**src/hdl/vdsc_params.svh**
```systemverilog
// Register offsets, field positions, reset values and timing counts
// for the display status/control register block.
// Assumes inclusion by bare name from the package and the top module.
`ifndef VDSC_PARAMS_SVH
`define VDSC_PARAMS_SVH

// Register byte addresses
`define VDSC_ADDR_STATUS      8'h00
`define VDSC_ADDR_CONTROL     8'h04
`define VDSC_ADDR_IRQ_STATUS  8'h08
`define VDSC_ADDR_IRQ_MASK    8'h0c

// Status fields
`define VDSC_ST_FRAME_DONE    30
`define VDSC_ST_FIELD2_DONE   29
`define VDSC_ST_FIELD1_DONE   28
`define VDSC_ST_LINE_HI       27
`define VDSC_ST_LINE_LO       16
`define VDSC_ST_VBLANK        13
`define VDSC_ST_FIELD         12
`define VDSC_ST_PIXEL_HI      11
`define VDSC_ST_PIXEL_LO      0

// Control fields
`define VDSC_CT_SOFT_RESET    31
`define VDSC_CT_DMA_BLOCK     30
`define VDSC_CT_DISP_EN       15
// Writable control bits: everything except 31, 29, 27..24, 9, 3
`define VDSC_CT_WR_MASK       32'h50fffdf7
`define VDSC_CT_RESET_VAL     32'h40000000

// Interrupt bits
`define VDSC_IRQ_FIELD1       0
`define VDSC_IRQ_FIELD2       1
`define VDSC_IRQ_FRAME        2
`define VDSC_IRQ_NOT_ACKED    3
`define VDSC_IRQ_WIDTH        4

// Output format codes (upper two bits of the three-bit field)
`define VDSC_FMT_NARROW       2'h1
`define VDSC_FMT_WIDE         2'h3
`define VDSC_CT_FMT_HI        2
`define VDSC_CT_FMT_LO        1

// Channel reset duration
`define VDSC_RESET_NS         64
`define VDSC_CLK_NS           8
`define VDSC_RESET_CYC        ((`VDSC_RESET_NS + `VDSC_CLK_NS - 1) / `VDSC_CLK_NS)

`endif

```
**src/hdl/vdsc_pkg.sv**
```systemverilog
// Types shared by the display status/control register block.
// Assumes the params header is on the include path.
`include "vdsc_params.svh"

package vdsc_pkg;

    // Register bus request
    typedef struct packed {
        logic [7:0]  addr;
        logic [31:0] wdata;
        logic        wr;
        logic        rd;
    } vdsc_bus_type;

    // Timing events from the display engine
    typedef struct packed {
        logic        pad_field1_end;
        logic        pad_field2_end;
        logic        pad_frame_end;
        logic        vblank_start;
        logic        vblank;
        logic        frame_start;
        logic [11:0] line_count;
        logic [11:0] pixel_count;
    } vdsc_timing_type;

    // Channel reset sequencer
    typedef enum logic [1:0] {
        VDSC_IDLE,
        VDSC_RESETTING
    } vdsc_rst_state_type;

endpackage : vdsc_pkg

```
**src/hdl/vdsc_regs.sv**
```systemverilog
// Display status and control registers with completion flags and irq.
// Assumes timing inputs are synchronous to clock and pad_*_end pulses
// mark the last pixel leaving the output pad, one cycle each.
//
// Function
// RULE1: Frame-done status bit 30 sets on frame completion, write-1 clears.
// RULE2: Field-2-done status bit 29 sets on field 2 completion, write-1 clears.
// RULE3: Field-1-done status bit 28 sets on field 1 completion, write-1 clears.
// RULE4: Completion flags set when the final pixel reaches the pad.
// RULE5: Software must clear completion flags in time, else not-acked irq.
// RULE6: Status bits 27..16 show the live line counter.
// RULE7: Status bits 11..0 show the live pixel counter.
// RULE8: Status bit 13 shows vertical blanking.
// RULE9: Status bit 12 shows active field, updated at next vblank start.
// RULE10: Reserved status and control bits read zero, ignore writes.
// RULE11: Writing 1 to control bit 31 resets the channel, clears enable.
// RULE12: Soft-reset bit clears itself when channel reset completes.
// RULE13: Control resets with DMA block bit 30 set, others zero.
// RULE14: Control fields sit at their fixed bit positions.
// RULE15: Block stops DMA and flushes; unblock takes effect next frame.
// RULE16: Format codes 01x select narrow, 11x select wide output.
// RULE17: Display enable starts the channel.
// RULE18: Completion event beats a same-cycle write-1 clear.
`timescale 1ns/100ps
`include "vdsc_params.svh"

module vdsc_regs
    import vdsc_pkg::*;
#(
    parameter int RESET_CYC = `VDSC_RESET_CYC
) (
    input  wire logic            clock,
    input  wire logic            reset,
    input  wire vdsc_bus_type    bus,
    input  wire vdsc_timing_type timing,
    output logic [31:0]          rdata,
    output logic                 irq,
    output logic                 channel_reset,
    output logic                 display_run,
    output logic                 dma_events_en,
    output logic                 fifo_flush,
    output logic                 narrow_output,
    output logic                 wide_output,
    output logic [31:0]          control_out
);

    // ------------------------------------------------------------
    // Decode
    // ------------------------------------------------------------
    logic               wr_status;
    logic               wr_control;
    logic               wr_irq_status;
    logic               wr_irq_mask;
    logic [31:0]        ctrl_r;
    logic [2:0]         done_r;
    logic               field_r;
    logic [`VDSC_IRQ_WIDTH-1:0] irq_stat_r;
    logic [`VDSC_IRQ_WIDTH-1:0] irq_mask_r;
    logic [`VDSC_IRQ_WIDTH-1:0] irq_ev;
    logic [2:0]         done_ev;
    logic [2:0]         done_clr;
    logic               soft_req;
    vdsc_rst_state_type rst_state_r;
    logic [15:0]        rst_cnt_r;
    logic               unblock_pending_r;
    logic               dma_en_r;
    logic [31:0]        status_view;

    assign wr_status     = bus.wr && (bus.addr == `VDSC_ADDR_STATUS);
    assign wr_control    = bus.wr && (bus.addr == `VDSC_ADDR_CONTROL);
    assign wr_irq_status = bus.wr && (bus.addr == `VDSC_ADDR_IRQ_STATUS);
    assign wr_irq_mask   = bus.wr && (bus.addr == `VDSC_ADDR_IRQ_MASK);
    assign soft_req      = wr_control && bus.wdata[`VDSC_CT_SOFT_RESET];

    // ------------------------------------------------------------
    // Channel reset sequencer
    // ------------------------------------------------------------
    // Held for a fixed count so downstream logic sees a clean reset
    always_ff @(posedge clock) begin
        if (reset) begin
            rst_state_r <= VDSC_IDLE;
            rst_cnt_r   <= 16'h0000;
        end else begin
            unique case (rst_state_r)
                VDSC_IDLE: begin
                    if (soft_req) begin // [RULE11]
                        rst_state_r <= VDSC_RESETTING;
                        rst_cnt_r   <= 16'(RESET_CYC);
                    end
                end
                VDSC_RESETTING: begin
                    if (rst_cnt_r <= 16'h0001) begin
                        rst_state_r <= VDSC_IDLE; // [RULE12]
                        rst_cnt_r   <= 16'h0000;
                    end else begin
                        rst_cnt_r <= rst_cnt_r - 16'h0001;
                    end
                end
            endcase
        end
    end

    // ------------------------------------------------------------
    // Control register
    // ------------------------------------------------------------
    // Reset channel restores defaults, so enable drops with it
    always_ff @(posedge clock) begin
        if (reset || soft_req) begin
            ctrl_r <= `VDSC_CT_RESET_VAL; // [RULE13] [RULE11]
        end else if (wr_control && rst_state_r == VDSC_IDLE) begin
            ctrl_r <= bus.wdata & `VDSC_CT_WR_MASK; // [RULE10] [RULE14]
        end
    end

    // ------------------------------------------------------------
    // DMA event gating
    // ------------------------------------------------------------
    // Unblocking waits a frame boundary so DMA stays field-aligned
    always_ff @(posedge clock) begin
        if (reset || ctrl_r[`VDSC_CT_DMA_BLOCK]) begin
            dma_en_r          <= 1'b0; // [RULE15]
            unblock_pending_r <= 1'b1;
        end else if (unblock_pending_r && timing.frame_start) begin
            dma_en_r          <= 1'b1; // [RULE15]
            unblock_pending_r <= 1'b0;
        end
    end

    // ------------------------------------------------------------
    // Completion flags
    // ------------------------------------------------------------
    assign done_ev  = {timing.pad_frame_end, timing.pad_field2_end,
                       timing.pad_field1_end}; // [RULE4]
    assign done_clr = wr_status ? bus.wdata[`VDSC_ST_FRAME_DONE:`VDSC_ST_FIELD1_DONE]
                                : 3'h0;

    // Set wins over clear; one flop per flag
    generate
        for (genvar i = 0; i < 3; i++) begin : g_done
            always_ff @(posedge clock) begin
                if (reset || channel_reset) begin
                    done_r[i] <= 1'b0;
                end else if (done_ev[i]) begin
                    done_r[i] <= 1'b1; // [RULE1] [RULE2] [RULE3] [RULE18]
                end else if (done_clr[i]) begin
                    done_r[i] <= 1'b0;
                end
            end
        end
    endgenerate

    // Active field toggles only at vblank start
    always_ff @(posedge clock) begin
        if (reset || channel_reset) begin
            field_r <= 1'b0;
        end else if (timing.vblank_start) begin
            field_r <= ~field_r; // [RULE9]
        end
    end

    // ------------------------------------------------------------
    // Interrupts
    // ------------------------------------------------------------
    // Not-acked: a completion arrives while its flag is still set
    assign irq_ev[`VDSC_IRQ_FIELD1]     = done_ev[0];
    assign irq_ev[`VDSC_IRQ_FIELD2]     = done_ev[1];
    assign irq_ev[`VDSC_IRQ_FRAME]      = done_ev[2];
    assign irq_ev[`VDSC_IRQ_NOT_ACKED]  = |(done_ev & done_r); // [RULE5]

    generate
        for (genvar j = 0; j < `VDSC_IRQ_WIDTH; j++) begin : g_irq
            always_ff @(posedge clock) begin
                if (reset) begin
                    irq_stat_r[j] <= 1'b0;
                end else if (irq_ev[j]) begin
                    irq_stat_r[j] <= 1'b1;
                end else if (wr_irq_status && bus.wdata[j]) begin
                    irq_stat_r[j] <= 1'b0;
                end
            end
        end
    endgenerate

    always_ff @(posedge clock) begin
        if (reset) begin
            irq_mask_r <= '0;
        end else if (wr_irq_mask) begin
            irq_mask_r <= bus.wdata[`VDSC_IRQ_WIDTH-1:0];
        end
    end

    always_ff @(posedge clock) begin
        if (reset) begin
            irq <= 1'b0;
        end else begin
            irq <= |(irq_stat_r & irq_mask_r);
        end
    end

    // ------------------------------------------------------------
    // Read path
    // ------------------------------------------------------------
    always_comb begin
        status_view = 32'h0000_0000; // [RULE10]
        status_view[`VDSC_ST_FRAME_DONE:`VDSC_ST_FIELD1_DONE] = done_r;
        status_view[`VDSC_ST_LINE_HI:`VDSC_ST_LINE_LO]   = timing.line_count;  // [RULE6]
        status_view[`VDSC_ST_VBLANK]                     = timing.vblank;      // [RULE8]
        status_view[`VDSC_ST_FIELD]                      = field_r;            // [RULE9]
        status_view[`VDSC_ST_PIXEL_HI:`VDSC_ST_PIXEL_LO] = timing.pixel_count; // [RULE7]
    end

    // Unmapped addresses read zero
    always_ff @(posedge clock) begin
        if (reset) begin
            rdata <= 32'h0000_0000;
        end else if (bus.rd) begin
            unique case (bus.addr)
                `VDSC_ADDR_STATUS:     rdata <= status_view;
                `VDSC_ADDR_CONTROL:    rdata <= ctrl_r |
                    {(rst_state_r == VDSC_RESETTING), 31'h0}; // [RULE12]
                `VDSC_ADDR_IRQ_STATUS: rdata <= {28'h0, irq_stat_r};
                `VDSC_ADDR_IRQ_MASK:   rdata <= {28'h0, irq_mask_r};
                default:               rdata <= 32'h0000_0000;
            endcase
        end else begin
            rdata <= 32'h0000_0000;
        end
    end

    // ------------------------------------------------------------
    // Channel outputs
    // ------------------------------------------------------------
    always_ff @(posedge clock) begin
        if (reset) begin
            channel_reset <= 1'b0;
            display_run   <= 1'b0;
            dma_events_en <= 1'b0;
            fifo_flush    <= 1'b0;
            narrow_output <= 1'b0;
            wide_output   <= 1'b0;
            control_out   <= `VDSC_CT_RESET_VAL;
        end else begin
            channel_reset <= soft_req || (rst_state_r == VDSC_RESETTING);
            display_run   <= ctrl_r[`VDSC_CT_DISP_EN]; // [RULE17]
            dma_events_en <= dma_en_r && ctrl_r[`VDSC_CT_DISP_EN];
            fifo_flush    <= ctrl_r[`VDSC_CT_DMA_BLOCK]; // [RULE15]
            narrow_output <= (ctrl_r[`VDSC_CT_FMT_HI:`VDSC_CT_FMT_LO] == `VDSC_FMT_NARROW); // [RULE16]
            wide_output   <= (ctrl_r[`VDSC_CT_FMT_HI:`VDSC_CT_FMT_LO] == `VDSC_FMT_WIDE);   // [RULE16]
            control_out   <= ctrl_r;
        end
    end
endmodule : vdsc_regs

```
**config.mk**
```make
export PLATFORM = sky130hd
export DESIGN_NAME = vdsc_regs
export DESIGN_NICKNAME = d
export VERILOG_FILES = /design/src/hdl/vdsc_pkg.sv /design/src/hdl/vdsc_regs.sv
export VERILOG_INCLUDE_DIRS = /design/src /design/src/hdl
export SDC_FILE = /design/constraint.sdc
export NUM_CORES = 1
export LEC_CHECK = 0
export ABC_CLOCK_PERIOD_IN_PS = 3850
export CAP_MARGIN = 30
export CELL_PAD_IN_SITES_DETAIL_PLACEMENT = 2
export CELL_PAD_IN_SITES_GLOBAL_PLACEMENT = 2
export CORE_UTILIZATION = 41
export CTS_BUF_LIST = sky130_fd_sc_hd__clkbuf_4
export CTS_CLUSTER_DIAMETER = 50
export CTS_CLUSTER_SIZE = 28
export DETAILED_ROUTE_END_ITERATION = 8
export DONT_BUFFER_PORTS = 1
export PLACE_DENSITY_LB_ADDON = 0.1
export SLEW_MARGIN = 5
export SYNTH_ARGS = -nofsm -noshare
export SYNTH_HDL_FRONTEND = slang
export SYNTH_SLANG_ARGS = --single-unit
```
**constraint.sdc**
```tcl
create_clock -name clock -period 3.85 [get_ports clock]
set_input_delay 0.5775 -clock clock [delete_from_list [all_inputs] [get_ports clock]]
set_output_delay 0.5775 -clock clock [all_outputs]
set_load 0.005 [all_outputs]
```
* Yosys cells after proc, flatten, opt, wreduce, memory -nomap -nowiden
Cells that the tools add are included.
** Storage, ports and cells
- Input port bits :: 74
- Bits in registers :: 119
- Output and inout bits :: 71
- Word-level logic and storage cells :: 89
** Operators by class
- Add/sub/neg operators :: 1
- $lt $le $gt $ge :: 1
- Bitwise logic cells :: 5
- Mux-type cells :: 22
- Equality and inequality tests :: 8
- Reduce and logical (&&, ||, !) cells :: 29
** Operators with widths (number)
- $pmux W32 S4 :: 1
- $mux W16 :: 2
- $or A31 B32 Y32 :: 1
- $pmux W16 S2 :: 1
- $eq A8 B4 Y1 const B :: 2
- $le A16 B1 Y1 const B :: 1
- $sub A16 B1 Y16 const B :: 1
- $mux W1 :: 14
- $reduce_bool A2 Y1 :: 7
- $logic_and A1 B1 Y1 :: 12
- $eq A8 B3 Y1 const B :: 1
- $logic_not A8 Y1 :: 1
- $and A4 B4 Y4 :: 1
- $eq A2 B1 Y1 const B :: 2
- $logic_or A1 B1 Y1 :: 4
- $mux W2 :: 2
- $ne A2 B2 Y1 const B :: 2
- $pmux W2 S2 :: 1
- $reduce_or A4 Y1 :: 1
- $and A3 B3 Y3 :: 1
- $mux W3 :: 1
- $reduce_or A3 Y1 :: 1
- $eq A2 B2 Y1 const B :: 1
- $logic_not A2 Y1 :: 1
- other kinds (3) :: 4

* Longest topological paths before layout
Gate-level depths: netlist of run 1.
- Depth in word-level cells :: 5
- Depth in mapped cells :: 8
- Depth with buffers taken out :: 7

* Worst setup path after synthesis of run 1
Ideal clock, no wire load.
- Kind :: input to register
- Start :: input port bus[39] (netlist name)
- End :: register ctrl_r[0]
- Slack :: 1.669 ns
- Data required time :: 3.780 ns
- Arrival time :: 2.110 ns
- Buffers on the path :: 3
- Library setup time :: 0.070 ns
- Cell stages on the path :: 8
- Cell sequence :: nor4_1 and2_0 buf_2 and4_1 clkbuf_1 buf_2 nand2_1 a21oi_1
** On the way
- Cells in the longest elaborated chain, start to end :: 4
- Elaborated cells between the ends (all ways) :: 5
- Those cells by class :: eq/ne: 1; reduce/logical: 4
** Ends and longest elaborated chain
- from (decl) :: line vdsc_regs.sv:34 : input wire vdsc_bus_type bus,
- $eq A8 B3 Y1 (*)
- $logic_and A1 B1 Y1 (*) :: line vdsc_regs.sv:70 : assign wr_control = bus.wr && (bus.addr == `VDSC_ADDR_CONTROL);
- $logic_and A1 B1 Y1 :: line vdsc_regs.sv:73 : assign soft_req = wr_control && bus.wdata[`VDSC_CT_SOFT_RESET];
- $logic_or A1 B1 Y1 :: line vdsc_regs.sv:108 : if (reset || soft_req) begin
- to (signal assigned) :: line vdsc_regs.sv:109 : ctrl_r <= `VDSC_CT_RESET_VAL;
- to (signal assigned) :: line vdsc_regs.sv:111 : ctrl_r <= bus.wdata & `VDSC_CT_WR_MASK;
- to (decl) :: line vdsc_regs.sv:54 : logic [31:0] ctrl_r;
Every way passes the cells marked *; elsewhere a longest branch is shown, timed or not.
A chain may end at the register's enable or synchronous reset.

* Worst setup path after layout of run 1
- Start :: register rst_cnt_r[4]
- End :: register rst_cnt_r[15]
** On the way
- Cells in the longest elaborated chain, start to end :: 3
- Elaborated cells between the ends (all ways) :: 4
- Those cells by class :: add/sub: 1; order compare: 1; mux: 2
** Ends and longest elaborated chain
- from (decl) :: line vdsc_regs.sv:64 : logic [15:0] rst_cnt_r;
- from (signal assigned) :: line vdsc_regs.sv:88 : rst_cnt_r <= 16'(RESET_CYC);
- from (signal assigned) :: line vdsc_regs.sv:96 : rst_cnt_r <= rst_cnt_r - 16'h0001;
- $sub A16 B1 Y16 or $le A16 B1 Y1 (tied branches) :: line vdsc_regs.sv:96, vdsc_regs.sv:92
- $mux W16 (*) :: line vdsc_regs.sv:92 : if (rst_cnt_r <= 16'h0001) begin
- $pmux W16 S2 (*) :: line vdsc_regs.sv:84 : unique case (rst_state_r)
Marks and branches as above.

==> results of run 1 <==
## registers in the layout, indices dropped and copies added, names as in the netlist
signal / flops
channel_reset: 1
rst_state_r: 1
dma_events_en: 1
rst_cnt_r: 16
irq_mask_r: 4
irq_stat_r: 4
dma_en_r: 1
unblock_pending_r: 1
ctrl_r: 24
wide_output: 1
control_out: 24
field_r: 1
rdata: 32
done_r: 3
irq: 1
narrow_output: 1
fifo_flush: 1
## Yosys cell counts, types with 3 or more instances
library cell / number
inv_1: 9
and2_1: 3
a21oi_1: 37
o21ai_0: 7
dfxtp_1: 117
and3_1: 12
nor3_1: 8
nor4_1: 4
mux2_2: 4
nor2_1: 50
nor2b_1: 28
a311oi_1: 5
buf_2: 5
mux2i_1: 5
clkbuf_1: 19
a31oi_1: 11
buf_4: 9
nand2_1: 59
nand3_1: 4
a21o_1: 3
a22oi_1: 27
## per-stage QoR
step | util | std cells | worst slack (ns) | power, mW | hold WS [ns]
floorplan | - | 469 | 1.67 | 1.29 | 0.417
global placement | 0.433 | 569 | 1.10 | 1.29 | 0.433
detailed placement | 0.433 | 569 | 1.05 | 1.29 | 0.441
CTS | 0.456 | 599 | 1.49 | 2.05 | 0.0757
global route | 0.459 | 601 | 1.26 | 2.12 | 0.0674
finish | 0.459 | 601 | 1.50 | 2.03 | 0.123
## kinds of logic after synthesis
| kind of cell | synth area share |
|---|---|
| compound gates | 0.159 |
| flops | 0.549 |
| xor+xnor | 0.00205 |
| other cells | 0.000879 |
| mux | 0.0223 |
| buf+inv | 0.0534 |
| simple gates | 0.208 |
| fa+ha+maj | 0.00586 |
## area by class of cell
type                       instances  area (µm²)  area share
sequential                       117        2340       0.515
multi-input combinational        306        1720       0.379
tap                              133         166      0.0366
clock buffer                      18         135      0.0297
clock inverter                    12        90.1      0.0198
timing repair buffer               6        60.1      0.0132
inverter                           9        33.8     0.00742
## worst register-to-register path: stages, from the launching register on
cell and delay, ns:
dfxtp_1 0.38, or4_1 0.65, nor4b_4 0.58, a211oi_4 0.27, a31oi_1 0.27, a31oi_1 0.07
## worst min path at each step
stage                        endpoint         startpoint  cells after the start
global route            channel_reset              reset                      1
finish                  channel_reset              reset                      1
detailed placement       rst_cnt_r[7]       rst_cnt_r[7]                      1
CTS                    control_out[5]              reset                      1
global placement    unblock_pending_r  unblock_pending_r                      1
floorplan                rst_cnt_r[7]       rst_cnt_r[7]                      1
## power by group
part | switching (mW) | internal, mW | total (mW)
clock network | 0.458 | 0.309 | 0.767
logic | 0.0239 | 0.0156 | 0.0395
registers | 0.00683 | 1.22 | 1.22
total | 0.489 | 1.54 | 2.03
## layer usage
metal  GRT usage  up-vias
met4      0.0602        0
met5           0        -
met2       0.417       99
met3      0.0852       10
met1       0.268     1653
li1            -     1569
==> results by group, run 1 <==
STA
  – Final setup violation count: 0
  – Fin crit period: around 2.4 ns
  – Max-slew violation count: 0
  – Setup TNS: 0 ns
  – Worst Skew: around 0.021 ns
  – Final worst-path cycle share: 0.611
  – Max-Slew Margin vs Limit: 0.501
  – Worst-Margin Slew: 0.741 ns
  – Maximum clock frequency: roughly 420 MHz
  – RSZ-0062 raised after global routing: false
  – Hold violation total from the final report: 0

Critical path
  – Critical Path Max Stage Delay: 0.65 ns
  – Crit-path max FO: 17
  – Crit path max-delay family: simple AND/OR/NAND/NOR gates
  – CP Data Arrival Time: approximately 2.8 ns
  – Crit path buf inv count: 0
  – RR Endpoint: rst_cnt_r[15]
  – FF-to-FF path depth: 5
  – Stages on the worst setup path: 5
  – CP Launch Point: rst_cnt_r[4]
  – CP endpoint: rst_cnt_r[15]
  – WP data required: 4.24 ns
  – Worst path cell trace: or4_1, nor4b_4, a211oi_4, a31oi_1, a31oi_1
  – Setup CP Type: flip-flop to flip-flop
  – Slowest cell on crit path: or4_1
  – CP dominant cell by count: a31oi_1
  – Reg2reg start: rst_cnt_r[4]
  – Flop2flop setup slack: around 1.5 ns
  – Nature of the critical path endpoint: flip-flop
  – Crit path launch type: flip-flop

Logic synthesis
  – Synth Flop Type: dfxtp_1
  – Post-synth EDFFs: 0
  – Synthesized instance count: 462
  – Ys Warns: 0
  – Post-Syn Area: ~4300 µm²
  – Top cell type's share of synthesized area: 0.549
  – Sequential share of the synthesized area: 0.549
  – Synth area leaders: dfxtp_1 55%, nand2_1 5.2%, a22oi_1 4.8%
  – Fraction of registers with async set/reset: 0
  – Post-synthesis register bit count: between 100 and 150
  – Yosys cell types: 48
  – Syn Area/Cell: roughly 9.2 µm²
  – Post-synth top area cell: dfxtp_1

Worst hold path
  – Hold crit path type: primary input to flip-flop

Drt
  – Routed wire per std cell: 20.0 µm
  – Drt drc: 0
  – Vias: about 3300
  – DRT antenna net count: 0
  – DRT Pass-1 Iters: 4
  – Vias/cell: 5.54
  – Initial drt markers: about 90
  – Highest Signal Layer: met4
  – Wirelength, routed: 12000 µm
  – Met3 wire len: between 700 and 800 µm
  – Metal2 WL: 6380 µm
  – Met1 WL: 4830 µm

Finish
  – Final #Nets: between 500 and 600
  – Synth-to-Final Area Change: 6.66%
  – Share of layout cells above drive strength 1: 0.0897
  – Filler Cell Count: between 1000 and 1500
  – Most common cell after layout, fill and taps aside: dfxtp_1
  – Fin area: 4550 µm²
  – Diodes inserted: 0
  – Most frequent cells in the layout: 117 x dfxtp_1, 59 x nand2_1, 50 x nor2_1, 37 x a21oi_1, 28 x nor2b_1

Clock network
  – Number of clock sinks: 117
  – Worst-skew pair later-pin latency: 0.53 ns
  – CTS hold repair buffers: 0
  – H-Tree Depth: 4
  – Clk slew on worst S/H paths: 0.11 ns
  – CTS tree: built
  – Post-CTS setup buffers: 0
  – CTS max path bufs: 2
  – Post-CTS Resized: 0
  – TritonCTS buffer count: 17
  – Root Driver: clkbuf_4

Floorplan
  – Core ar.: 9910 µm²
  – Initial Util: 0.431
  – Area of the die: 10800 µm²
  – # IOs: around 150
  – Die Ht: 104 µm
  – Die boundary width: 104 µm
  – Core Rows: 36

Global route
  – First-pass GRT wire length: ~20000 µm
  – Largest net degree at the start of global routing: 49
  – Antenna violations before repair: 0
  – Total GRT Usage: 0.236
  – Vias in the first global route: 3600
  – Gr ovfl total: 0

Outcome
  – Outcome: complete, no violations

Placement
  – Global placement routability congestion: 0.738
  – Area after DPL: 4300 µm²
  – Port-buffer cells: 0
  – Placed wire-length estimate: 8320 µm

Flow run
  – Max Cap Violations: 0

Power and ir drop
  – PwrDens: 446 nW/µm²
  – Leakage power: 1.70 nW
  – VDD IR max: 0.155 mV
Note: power is estimated with default switching activity, not from simulation.
==> inputs of run 2 (changes only) <==
- ABC_CLOCK_PERIOD_IN_PS: 3850 -> 2000
- CORE_UTILIZATION: 41 -> 34
- clock period: 3.85 -> 2 ns (I/O delays scaled with it)
==> run 2 against run 1 <==
  * Wire length rose by 14%
  * Flip-flop and latch count is the same
  * Hold slack worse by 0.053 ns
  * Fmax is 20% higher
  * Final area increased by 19%
  * Register-to-register slack got worse by 1.5 ns
  * Total power up 100%
  * Setup slack worse by 1.5 ns
  * First-iteration DRC count rose by 68%
==> results by group, run 2 (synthesized netlist as in run 1, its figures left out) <==
Clock network
  – TritonCTS buffer count: 17
  – H-Tree Depth: 4
  – Number of clock sinks: 117
  – Root Driver: clkbuf_4
  – CTS tree: built
  – CTS max path bufs: 2
  – Worst-skew pair later-pin latency: around 0.52 ns
  – Clk slew on worst S/H paths: 0.11 ns

Finish
  – Non-Filler Instances: 721
  – Most flop-heavy register: rdata
  – Filler Cell Count: 1339
  – Synth-to-Final Area Change: 27.3%
  – Most common cell after layout, fill and taps aside: dfxtp_1
  – Final #Nets: 615
  – Share of layout cells above drive strength 1: 0.136
  – Max reg flops: 32
  – Top flop regs: rdata (32), control_out (24), ctrl_r (24)
  – Most frequent cells in the layout: 116 x dfxtp_1, 60 x dlygate4sd3_1, 59 x nand2_1, 48 x nor2_1, 36 x a21oi_1
  – Final core utilization: 0.449

Critical path
  – Nature of the critical path endpoint: flip-flop
  – WP data required: 2.41 ns
  – CP Data Arrival Time: 2.37 ns
  – Worst path cell trace: or4_4, nor4b_4, buf_4, a211oi_4, buf_6, a31oi_2, nor2_1
  – RR Endpoint: rst_cnt_r[14]
  – FF-to-FF path depth: 7
  – Setup CP Type: flip-flop to flip-flop
  – Crit-path max FO: 10
  – Crit path launch type: flip-flop
  – Reg2reg start: rst_cnt_r[5]
  – Slowest cell on crit path: or4_4
  – Critical Path Max Stage Delay: 0.58 ns
  – Flop2flop setup slack: 0.03 ns

Floorplan
  – Core Rows: 40
  – Die boundary width: 114 µm
  – Die Ht: 114 µm
  – Area of the die: around 13000 µm²
  – # IOs: ~150
  – Core ar.: 12100 µm²
  – Initial Util: 0.352

STA
  – Setup TNS: 0 ns
  – Final setup violation count: 0
  – Worst Skew: ~0.013 ns
  – WHS: 0.0707 ns
  – Final worst-path cycle share: 0.983
  – Maximum clock frequency: 509 MHz
  – Max-slew violation count: 0
  – Fin crit period: about 2 ns
  – Worst-Margin Slew: 0.696 ns
  – Max-Slew Margin vs Limit: 0.535
  – Hold violation total from the final report: 0

Flow run
  – Max Cap Violations: 0

Worst hold path
  – Hold depth: 3
  – Min-delay src: bus[31]
  – WHS Endpoint: done_r[1]
  – Hold crit path type: primary input to flip-flop

Drt
  – Vias: approximately 3600
  – Wirelength, routed: 13800 µm
  – Met1 WL: 5790 µm
  – Routed wire per std cell: roughly 19 µm
  – Met3 wire len: between 600 and 700 µm
  – Initial drt markers: 153
  – DRT antenna net count: 0
  – DRT Pass-1 Iters: 4
  – Metal2 WL: 7190 µm
  – Drt drc: 0
  – Highest Signal Layer: met4
  – Vias/cell: 5.01

Placement
  – Placed wire-length estimate: a little under 9000 µm
  – Global placement routability congestion: around 0.77
  – Port-buffer cells: 0
  – Inst Count DP: 622

Power and ir drop
  – Part of the power in registers: 0.577
  – VDD IR max: 0.290 mV
  – Sw frac: 0.242
  – Net switching power: 0.987 mW
  – Leakage power: around 2.1 nW
  – Logic pwr share: 0.052
  – P_int: 3.10 mW
  – Final Power: 4.08 mW
  – PwrDens: 752 nW/µm²
  – Clock share of power: 0.371

Global route
  – First-pass GRT wire length: 21900 µm
  – Largest net degree at the start of global routing: 45
  – Antenna violations before repair: 1
  – Total GRT Usage: 0.224
  – Gr ovfl total: 0
  – Vias in the first global route: 4026

Outcome
  – Outcome: complete, no violations
## run 2: cell type report
| class | count | area, µm² | area share |
|---|---|---|---|
| clock inverters | 12 | 88.8 | 0.0164 |
| well taps | 168 | 210 | 0.0387 |
| multi-input cells | 306 | 1770 | 0.326 |
| diodes | 1 | 2.50 | 0.000461 |
| repair buffers | 88 | 831 | 0.153 |
| clock buffers | 20 | 150 | 0.0276 |
| flip-flops and latches | 117 | 2350 | 0.432 |
| inverters | 9 | 33.8 | 0.00622 |
## run 2: power groups by stage
stage	clock, mW	sequential [mW]	combinational, mW
2_1_floorplan	0	2.41	0.0862
3_3_place_gp	0	2.41	0.0835
3_5_place_dp	0	2.41	0.0867
4_1_cts	1.57	2.36	0.213
5_1_grt	1.70	2.36	0.232
6_report	1.51	2.35	0.214
## run 2: per-layer routing
| layer | vias up | GRT usage |
|---|---|---|
| met3 | 10 | 0.0701 |
| met1 | 1781 | 0.256 |
| met2 | 88 | 0.401 |
| met5 | - | 0 |
| li1 | 1731 | - |
| met4 | 0 | 0.0606 |
## run 2: critical path, delay by kind of cell, from the launching register on
| family | cells | cell delay, ns |
|---|---|---|
| AOI/OAI and AO/OA | 2 | 0.25 |
| buffers and inverters | 2 | 0.34 |
| DFF | 1 | 0.36 |
| and+or+nand+nor | 3 | 0.92 |
## run 2: worst max path at each step
| stage | from | to | slack, ns | depth (start not counted) |
|---|---|---|---|---|
| 6_report | rst_cnt_r[5] | rst_cnt_r[14] | 0.03 | 7 |
| 4_1_cts | rst_cnt_r[5] | rst_cnt_r[14] | 0.02 | 6 |
| 5_1_grt | rst_cnt_r[5] | rst_cnt_r[15] | -0.006 | 8 |
| 2_1_floorplan | rst_cnt_r[5] | rst_cnt_r[6] | 0.009 | 6 |
| 3_5_place_dp | bus[39] | ctrl_r[11] | 0.04 | 8 |
| 3_3_place_gp | rst_cnt_r[5] | rst_cnt_r[1] | 0.09 | 6 |
## run 2: metrics by stage
stage	worst slack [ns]	instance area (µm²)
CTS	0.0182	5340
finish	0.0342	5430
global placement	0.0870	4480
detailed placement	0.0379	4480
floorplan	0.00909	4310
global route	-0.00646	5430
## run 2: what timing repair did
action                     in CTS  in global routing
setup endpoints to repair       0                 10
hold endpoints to repair       99                  0
buffers inserted                0                  5
resized for setup               0                 11
hold buffers                   61                  0
